[src/rtl/amcg_pkg.sv]
/*
  Shared constants for the converter mode, clock/channel and gain register bank:
  register indices, reset values, writable-bit masks, field positions and codes.
  Assumes a Wishbone byte address where a register index maps to index * 4.
*/
package amcg_pkg;

  // Register indices; the byte address is four times the index
  localparam logic [5:0]  IDX_STATUS     = 6'h01;
  localparam logic [5:0]  IDX_MODE       = 6'h02;
  localparam logic [5:0]  IDX_CLOCK      = 6'h03;
  localparam logic [5:0]  IDX_GAIN       = 6'h04;
  localparam logic [5:0]  IDX_IRQ_STAT   = 6'h10;
  localparam logic [5:0]  IDX_IRQ_MASK   = 6'h11;
  localparam int          IDX_LSB        = 2;
  localparam int          IDX_MSB        = 7;

  localparam int          REG_W          = 16;
  localparam logic [15:0] MODE_RST       = 16'h0510;
  localparam logic [15:0] CLOCK_RST      = 16'h0f8e;
  localparam logic [15:0] GAIN_RST       = 16'h0000;

  // Bits that software may change; all others stay zero
  localparam logic [15:0] MODE_WMASK     = 16'h3f12;
  localparam logic [15:0] CLOCK_WMASK    = 16'h0f9f;
  localparam logic [15:0] GAIN_WMASK     = 16'h7777;
  localparam logic [3:0]  CLOCK_RSVD_HI  = 4'h0;

  // Interface-mode fields
  localparam int          MODE_REGCRC    = 13;
  localparam int          MODE_RXCRC     = 12;
  localparam int          MODE_CRCTYPE   = 11;
  localparam int          MODE_RSTSEEN   = 10;
  localparam int          MODE_WLEN_LSB  = 8;
  localparam int          MODE_TIMEOUT   = 4;
  localparam int          MODE_FLOAT     = 1;

  // Clock/channel fields
  localparam int          CLK_CHEN_LSB   = 8;
  localparam int          CLK_SEL        = 7;
  localparam int          CLK_OSR_LSB    = 2;
  localparam int          CLK_PWR_LSB    = 0;
  localparam logic [14:0] OSR_BASE       = 15'h0080;

  // Gain fields: one 3-bit code per channel, 4 bits apart
  localparam int          GAIN_STRIDE    = 4;
  localparam int          NUM_CH         = 4;

  // Status mirror: crc type, reset flag and word length at bits 11:8
  localparam int          STAT_MIR_LSB   = 8;

  typedef enum logic [1:0] {
    WL_16      = 2'h0,
    WL_24      = 2'h1,
    WL_32_PAD  = 2'h2,
    WL_32_SEXT = 2'h3
  } amcg_wlen_e;

  localparam logic [5:0]  WBITS_16       = 6'h10;
  localparam logic [5:0]  WBITS_24       = 6'h18;
  localparam logic [5:0]  WBITS_32       = 6'h20;

  // Interrupt event bits
  localparam int          EV_W           = 3;
  localparam int          EV_MODE        = 0;
  localparam int          EV_CLOCK       = 1;
  localparam int          EV_GAIN        = 2;

endpackage

[src/rtl/amcg_regs.sv]
/*
  Configuration register bank of a four-channel delta-sigma converter: interface
  mode, clock/channel and gain registers, a status mirror, write-event interrupts
  and the idle drive of the data-ready pin, all reached over a classic Wishbone
  slave. Assumes one clock, synchronous active-high reset, and a conversion-data
  flag produced by logic on the same clock.
*/
// Chosen here: the Wishbone register port.
// Summary of operation
// - Interface-mode register at index 02h, reset value 0510h.
// - Mode bit 13 enables register-map CRC; resets to 0.
// - Mode bit 12 enables CRC check on incoming frames; resets to 0.
// - Mode bit 11 picks CRC polynomial: 0 CCITT, 1 ANSI.
// - Mode bit 10 reads 1 after reset; writing 0 clears it.
// - Mode bits 9:8 pick output word length; default 24 bits.
// - Mode bit 4 enables the serial timeout; resets to 1.
// - Mode bit 1: idle data-ready pin driven high or floated.
// - Clock/channel register at index 03h, reset 0F8Eh, bits 15:12 read zero.
// - Bits 11:8 enable converters of channels 3..0; reset enabled.
// - Bit 7 picks clock source: 0 internal, 1 external; resets to 1.
// - Bits 4:2 set oversampling ratio 128 shl code; reset code 011b.
// - Bits 1:0 power mode; 10b and 11b both high resolution; reset 10b.
// - Gain register at index 04h, reset 0000h, unity gain.
// - Three-bit gain code per channel at 14:12, 10:8, 6:4, 2:0.
// - Status mirrors CRC polynomial, reset flag and word length.
`timescale 1ns/100ps

module amcg_regs #(
  parameter int ADR_W = 8
) (
  input  wire logic             mclk,
  input  wire logic             rst,
  input  wire logic             wbCycI,
  input  wire logic             wbStbI,
  input  wire logic             wbWeI,
  input  wire logic [ADR_W-1:0] wbAdrI,
  input  wire logic [3:0]       wbSelI,
  input  wire logic [31:0]      wbDatI,
  output logic      [31:0]      wbDatO,
  output logic                  wbAckO,
  input  wire logic             convDataAvail,
  output logic                  dataReadyPinO,
  output logic                  dataReadyPinOe,
  output logic                  regCrcOn,
  output logic                  rxCrcOn,
  output logic                  crcPolyAnsi,
  output logic                  resetSeen,
  output logic      [1:0]       wordLengthSelect,
  output logic      [5:0]       wordBits,
  output logic                  timeoutOn,
  output logic                  readyPinFloatSelect,
  output logic                  channel0ConverterOn,
  output logic                  channel1ConverterOn,
  output logic                  channel2ConverterOn,
  output logic                  channel3ConverterOn,
  output logic                  extClockSelect,
  output logic      [2:0]       oversamplingRatio,
  output logic      [14:0]      osrValue,
  output logic      [1:0]       powerModeSelect,
  output logic                  highResolution,
  output logic      [2:0]       ampGainCh0,
  output logic      [2:0]       ampGainCh1,
  output logic      [2:0]       ampGainCh2,
  output logic      [2:0]       ampGainCh3,
  output logic                  irq
);

  if (ADR_W < amcg_pkg::IDX_MSB + 1)
  begin : g_chkAdr
    $error("ADR_W too narrow for the register map");
  end

  logic [15:0]            mode_q;
  logic [15:0]            mode_d;
  logic [15:0]            clock_q;
  logic [15:0]            clock_d;
  logic [15:0]            gain_q;
  logic [15:0]            gain_d;
  logic [amcg_pkg::EV_W-1:0] irqStat_q;
  logic [amcg_pkg::EV_W-1:0] irqStat_d;
  logic [amcg_pkg::EV_W-1:0] irqMask_q;
  logic [amcg_pkg::EV_W-1:0] events;
  logic [31:0]            rdData;
  logic [31:0]            wbDat_q;
  logic                   ack_q;
  logic [14:0]            osr_q;
  logic [5:0]             wbits_q;
  logic [5:0]             wbits_d;
  logic                   rdyO_q;
  logic                   rdyOe_q;
  logic                   irq_q;
  logic [5:0]             idx;
  logic                   take;
  logic                   wrMode;
  logic                   wrClock;
  logic                   wrGain;
  logic                   wrIrqStat;
  logic                   wrIrqMask;

  // Byte-lane merge that keeps bits outside the writable mask at their old value
  function automatic logic [15:0] amcgMerge(
    input logic [15:0] old,
    input logic [31:0] wdat,
    input logic [3:0]  sel,
    input logic [15:0] wmask
  );
    logic [15:0] laneMask;
    laneMask = {{8{sel[1]}}, {8{sel[0]}}} & wmask;
    return (old & ~laneMask) | (wdat[15:0] & laneMask);
  endfunction

  assign idx       = wbAdrI[amcg_pkg::IDX_MSB:amcg_pkg::IDX_LSB];
  // Request taken on the first cycle it is seen; ack blocks a double take
  assign take      = wbCycI && wbStbI && !ack_q;
  assign wrMode    = take && wbWeI && (idx == amcg_pkg::IDX_MODE);
  assign wrClock   = take && wbWeI && (idx == amcg_pkg::IDX_CLOCK);
  assign wrGain    = take && wbWeI && (idx == amcg_pkg::IDX_GAIN);
  assign wrIrqStat = take && wbWeI && (idx == amcg_pkg::IDX_IRQ_STAT);
  assign wrIrqMask = take && wbWeI && (idx == amcg_pkg::IDX_IRQ_MASK);

  always_comb
  begin
    mode_d  = mode_q;
    clock_d = clock_q;
    gain_d  = gain_q;
    if (wrMode)
    begin
      mode_d = amcgMerge(mode_q, wbDatI, wbSelI, amcg_pkg::MODE_WMASK);
      // Reset flag can only be cleared, never set by software
      mode_d[amcg_pkg::MODE_RSTSEEN] = mode_q[amcg_pkg::MODE_RSTSEEN]
                                       & mode_d[amcg_pkg::MODE_RSTSEEN];
    end
    if (wrClock)
    begin
      clock_d = amcgMerge(clock_q, wbDatI, wbSelI, amcg_pkg::CLOCK_WMASK);
    end
    if (wrGain)
    begin
      gain_d = amcgMerge(gain_q, wbDatI, wbSelI, amcg_pkg::GAIN_WMASK);
    end
  end

  always_ff @(posedge mclk)
  begin
    if (rst)
    begin
      mode_q  <= amcg_pkg::MODE_RST;
      clock_q <= amcg_pkg::CLOCK_RST;
      gain_q  <= amcg_pkg::GAIN_RST;
    end
    else
    begin
      mode_q  <= mode_d;
      clock_q <= clock_d;
      gain_q  <= gain_d;
    end
  end

  always_comb
  begin
    unique case (amcg_pkg::amcg_wlen_e'(mode_d[amcg_pkg::MODE_WLEN_LSB +: 2]))
      amcg_pkg::WL_16:  wbits_d = amcg_pkg::WBITS_16;
      amcg_pkg::WL_24:  wbits_d = amcg_pkg::WBITS_24;
      default:          wbits_d = amcg_pkg::WBITS_32;
    endcase
  end

  // Decoded views registered alongside their fields
  always_ff @(posedge mclk)
  begin
    if (rst)
    begin
      osr_q   <= amcg_pkg::OSR_BASE << amcg_pkg::CLOCK_RST[amcg_pkg::CLK_OSR_LSB +: 3];
      wbits_q <= amcg_pkg::WBITS_24;
    end
    else
    begin
      osr_q   <= amcg_pkg::OSR_BASE << clock_d[amcg_pkg::CLK_OSR_LSB +: 3];
      wbits_q <= wbits_d;
    end
  end

  // Read mux; status mirror carries crc type, reset flag and word length
  always_comb
  begin
    rdData = 32'h0000_0000;
    unique case (idx)
      amcg_pkg::IDX_STATUS:
        rdData[amcg_pkg::STAT_MIR_LSB +: 4] = mode_q[amcg_pkg::MODE_WLEN_LSB +: 4];
      amcg_pkg::IDX_MODE:     rdData[15:0] = mode_q;
      amcg_pkg::IDX_CLOCK:    rdData[15:0] = clock_q;
      amcg_pkg::IDX_GAIN:     rdData[15:0] = gain_q;
      amcg_pkg::IDX_IRQ_STAT: rdData[amcg_pkg::EV_W-1:0] = irqStat_q;
      amcg_pkg::IDX_IRQ_MASK: rdData[amcg_pkg::EV_W-1:0] = irqMask_q;
      default:                rdData = 32'h0000_0000;
    endcase
  end

  // Single-cycle answer; unmapped addresses ack with zero and drop writes
  always_ff @(posedge mclk)
  begin
    if (rst)
    begin
      ack_q   <= 1'b0;
      wbDat_q <= 32'h0000_0000;
    end
    else
    begin
      ack_q <= take;
      if (take && !wbWeI)
      begin
        wbDat_q <= rdData;
      end
    end
  end

  // Write events; a new event beats a same-cycle write-one clear
  assign events = {wrGain, wrClock, wrMode};

  always_comb
  begin
    irqStat_d = irqStat_q;
    if (wrIrqStat && wbSelI[0])
    begin
      irqStat_d = irqStat_q & ~wbDatI[amcg_pkg::EV_W-1:0];
    end
    irqStat_d = irqStat_d | events;
  end

  always_ff @(posedge mclk)
  begin
    if (rst)
    begin
      irqStat_q <= '0;
      irqMask_q <= '0;
    end
    else
    begin
      irqStat_q <= irqStat_d;
      if (wrIrqMask && wbSelI[0])
      begin
        irqMask_q <= wbDatI[amcg_pkg::EV_W-1:0];
      end
    end
  end

  // Level from flops; one cycle behind the status bits it follows
  always_ff @(posedge mclk)
  begin
    if (rst)
    begin
      irq_q <= 1'b0;
    end
    else
    begin
      irq_q <= |(irqStat_q & irqMask_q);
    end
  end

  // Data-ready pin: low when data waits, else high or floated
  always_ff @(posedge mclk)
  begin
    if (rst)
    begin
      rdyO_q  <= 1'b1;
      rdyOe_q <= 1'b1;
    end
    else
    begin
      rdyO_q  <= !convDataAvail;
      rdyOe_q <= convDataAvail || !mode_q[amcg_pkg::MODE_FLOAT];
    end
  end

  assign wbDatO              = wbDat_q;
  assign wbAckO              = ack_q;
  assign dataReadyPinO       = rdyO_q;
  assign dataReadyPinOe      = rdyOe_q;
  assign regCrcOn            = mode_q[amcg_pkg::MODE_REGCRC];
  assign rxCrcOn             = mode_q[amcg_pkg::MODE_RXCRC];
  assign crcPolyAnsi         = mode_q[amcg_pkg::MODE_CRCTYPE];
  assign resetSeen           = mode_q[amcg_pkg::MODE_RSTSEEN];
  assign wordLengthSelect    = mode_q[amcg_pkg::MODE_WLEN_LSB +: 2];
  assign wordBits            = wbits_q;
  assign timeoutOn           = mode_q[amcg_pkg::MODE_TIMEOUT];
  assign readyPinFloatSelect = mode_q[amcg_pkg::MODE_FLOAT];
  assign channel0ConverterOn = clock_q[amcg_pkg::CLK_CHEN_LSB];
  assign channel1ConverterOn = clock_q[amcg_pkg::CLK_CHEN_LSB + 1];
  assign channel2ConverterOn = clock_q[amcg_pkg::CLK_CHEN_LSB + 2];
  assign channel3ConverterOn = clock_q[amcg_pkg::CLK_CHEN_LSB + 3];
  assign extClockSelect      = clock_q[amcg_pkg::CLK_SEL];
  assign oversamplingRatio   = clock_q[amcg_pkg::CLK_OSR_LSB +: 3];
  assign osrValue            = osr_q;
  assign powerModeSelect     = clock_q[amcg_pkg::CLK_PWR_LSB +: 2];
  // Codes 10b and 11b both mean high resolution
  assign highResolution      = clock_q[amcg_pkg::CLK_PWR_LSB + 1];
  assign ampGainCh0          = gain_q[0 +: 3];
  assign ampGainCh1          = gain_q[amcg_pkg::GAIN_STRIDE +: 3];
  assign ampGainCh2          = gain_q[2 * amcg_pkg::GAIN_STRIDE +: 3];
  assign ampGainCh3          = gain_q[3 * amcg_pkg::GAIN_STRIDE +: 3];
  assign irq                 = irq_q;
endmodule

[config.mk]
export PLATFORM = sky130hd
export DESIGN_NAME = amcg_regs
export DESIGN_NICKNAME = d
export VERILOG_FILES = /design/src/rtl/amcg_pkg.sv /design/src/rtl/amcg_regs.sv
export SDC_FILE = /design/constraint.sdc
export NUM_CORES = 1
export LEC_CHECK = 0
export BUFFER_PORTS_ARGS = -buffer_cell sky130_fd_sc_hd__buf_2
export CORE_ASPECT_RATIO = 1.75
export CORE_UTILIZATION = 46
export DETAILED_ROUTE_END_ITERATION = 7
export PLACE_DENSITY = 0.86
export SYNTH_ARGS = -nofsm -noshare
export SYNTH_HDL_FRONTEND = slang
export SYNTH_SLANG_ARGS = --single-unit
[constraint.sdc]
create_clock -name mclk -period 2.2 [get_ports mclk]
set_input_delay 0.44 -clock mclk [delete_from_list [all_inputs] [get_ports mclk]]
set_output_delay 0.44 -clock mclk [all_outputs]
set_load 0.03 [all_outputs]
==> out/metrics.yaml <==
endpoint: "osrValue[10]"
ys_top_cells_by_area: "dfxtp_1 45%, mux2i_1 10%, buf_4 7.4%"
netlist_area_um2: 2950
reg2reg_from: "wbAckO"
core_area_um2: 6180
ff2ff_path_depth: 5
start_kind: "flip-flop"
synth_top_family_by_area: "simple AND/OR/NAND/NOR gates"
dp_cells: 489
htreeDepth: 3
drt_pass1_iterations: 5
die_y_um: 108
clk_pin_slew_ns: 0.06
synth_top_area_cell: "dfxtp_1"
yosysWarnings: 0
antennaDiodeCount: 0
period_share_pct: 79.2
drc_errors: 0
fmax_ghz: 0.574
port_buffers: 89
vdd.ir_drop.worst_uv: 424
hold_path_class: "input pin to flip-flop"
yosysSeqAreaShare_pct: 44.8
cp_num_buf_inv: 1
fin_nets: 470
grt_max_degree: 26
cp.arrival_ns: 1.98
setup_ws_ns: 0.458
drive_above_1_share_pct: 30.9
grt.overflow.total: 0
reg2reg_setup_slack_ns: 0.46
drt_iter0_markers: 140
dp_hpwl_um: 5730
synthXorXnorAreaFrac_pct: 0
synthFlopType: "dfxtp_1"
dieWidth_um: 62.5
grt_util_all_layers_pct: 23.4
leakage_nw: 1.79
synth-adder-area-share_pct: 0
synthMuxAreaShare_pct: 12.6
wirelength_um: 7550
required_ns: 2.44
finalCriticalPeriod_ns: 1.74
synth_edf_count: 0
grt_pass1_vias: 2531
max-cap-violations: 0
clkSinkCount: 66
crit_chain: "and4b_1 > buf_4 > nand4_4 > and3_1 > o31a_1"
vias: 2733
clk_path_buf_depth: 2
skew_ns: 0.00464
syn_inst: 321
syn_to_final_growth_pct: 23.7
syn_area_per_cell_um2: 9.19
synth_compound_area_share_pct: 10.3
slowest_stage: "dfxtp_1"
finalSetupViolCount: 0
cts_root_buf: "clkbuf_8"
worstSkewPairLatency_ns: 0.34
yosysTopAreaCellShare_pct: 44.8
critPathLaunch: "wbAckO"
antenna_found_initial: 0
die_area_um2: 6750
io_pins: 138
endpoint_kind: "flip-flop"
numCtsBuffers: 9
hold_viol_final: 0
instances_no_fill: 504
ant_nets: 0
place_congestion: 0.910
rows: 38
pre_cts_ws_ns: 0.220
total_power_mw: 2.46
tritoncts: "built"
start_util_pct: 47.7
cts_resized: 0
slowest_delay_ns: 0.34
async_flop_share_pct: 0
outcome: "finished, final reports clean"
fin_util_pct: 59.0
wl_per_cell_um: 15.0
worstHoldPathCells: 2
worstReg2RegEnd: "osrValue[10]"
setup-tns-final_ns: 0
crit_cells: 5
crit_type: "flip-flop to flip-flop"
rsz0062_at_grt: "false"
critPathTopFamily: "simple AND/OR/NAND/NOR gates"
synth_seq_cells: 66
crit_fanout: 12
grt_pass1_wl_um: 12000
cts_setup_buffers: 0
slew_violations: 0
post_synth_and_or_nand_nor_area_fraction_pct: 22.3
powerDensity_nw_per_um2: 674
vias_per_cell: 5.42
postCtsHoldBufs: 0
synth_cell_types: 47
nFillCells: 569
area by class of cell:
class                   count  area, um2  share of cell area, %
multi-input cells         233       1440                   39.4
flip-flops and latches     66       1320                   36.2
repair buffers            105        566                   15.5
clock buffers              13        169                   4.63
well taps                  80        100                   2.74
clock inverters             2       35.0                  0.960
inverters                   5       18.8                  0.514
routing by layer:
| layer | wire length [um] | GRT usage [%] | share of wire [%] |
|---|---|---|---|
| met5 | 0 | 0 | 0 |
| met4 | 283 | 16.6 | 3.7 |
| met3 | 411 | 4.66 | 5.4 |
| met2 | 4090 | 42.2 | 54 |
| met1 | 2770 | 23.7 | 37 |
cells in the final DEF, fill, tap and decap left out, drive strengths merged, types with 2 or more instances in the layout:
cell type	instances
a22o	2
a221o	2
mux2	5
dfxtp	66
clkbuf	13
or4	2
nand2	37
nand4	9
conb	27
nand3	8
nor2	42
a221oi	5
mux2i	31
and2	4
buf	105
o211ai	4
a222oi	4
a21oi	9
o31ai	2
o21ai	5
nor3	4
nand2b	2
a22oi	2
and3	4
clkinv	2
nor2b	7
nor4	2
nand3b	2
inv	4
cell usage after synthesis (all sizes together) (4+ instances only):
master  count
inv         4
nand4       9
a21oi       9
nor3        4
a221oi      5
a222oi      4
and3        4
o211ai      4
and2        4
nand2      37
mux2i      31
nor2b       7
mux2        5
buf        33
nand3       8
o21ai       5
nor2       42
dfxtp      66
clkbuf     10
logic make-up (layout without fill, tap and decap cells):
| logic type | after synthesis | after routing |
|---|---|---|
| AND/OR/NAND/NOR | 129 | 129 |
| flip-flops | 66 | 66 |
| buffers and inverters | 48 | 125 |
| AO/OA/AOI/OAI | 41 | 41 |
| multiplexers | 36 | 36 |
| other | 1 | 27 |
where the power goes:
part | internal (mW) | switching, mW | total, mW
Clock | 0.608 | 0.429 | 1.04
Sequential | 1.20 | 0.00339 | 1.20
Combinational | 0.0543 | 0.163 | 0.217
Total | 1.86 | 0.595 | 2.46
per-stage QoR:
stage	instance area (um2)	hold WS [ns]
final	3650	0.275
after global routing	3650	0.269
after CTS	3650	0.256
after detailed placement	3440	0.422
after global placement	3440	0.424
after floorplan	3050	0.444
worst min-delay path by stage:
stage / from / endpoint / slack [ns]
floorplan: irqMask_q[0] / irqMask_q[0] / 0.44
global placement: flip-flop / dataReadyPinOe / 0.42
detailed placement: flip-flop / dataReadyPinOe / 0.42
CTS: convDataAvail / dataReadyPinO / 0.26
global route: convDataAvail / dataReadyPinO / 0.27
finish: convDataAvail / dataReadyPinO / 0.27
Power figures use the tool's default switching activity.
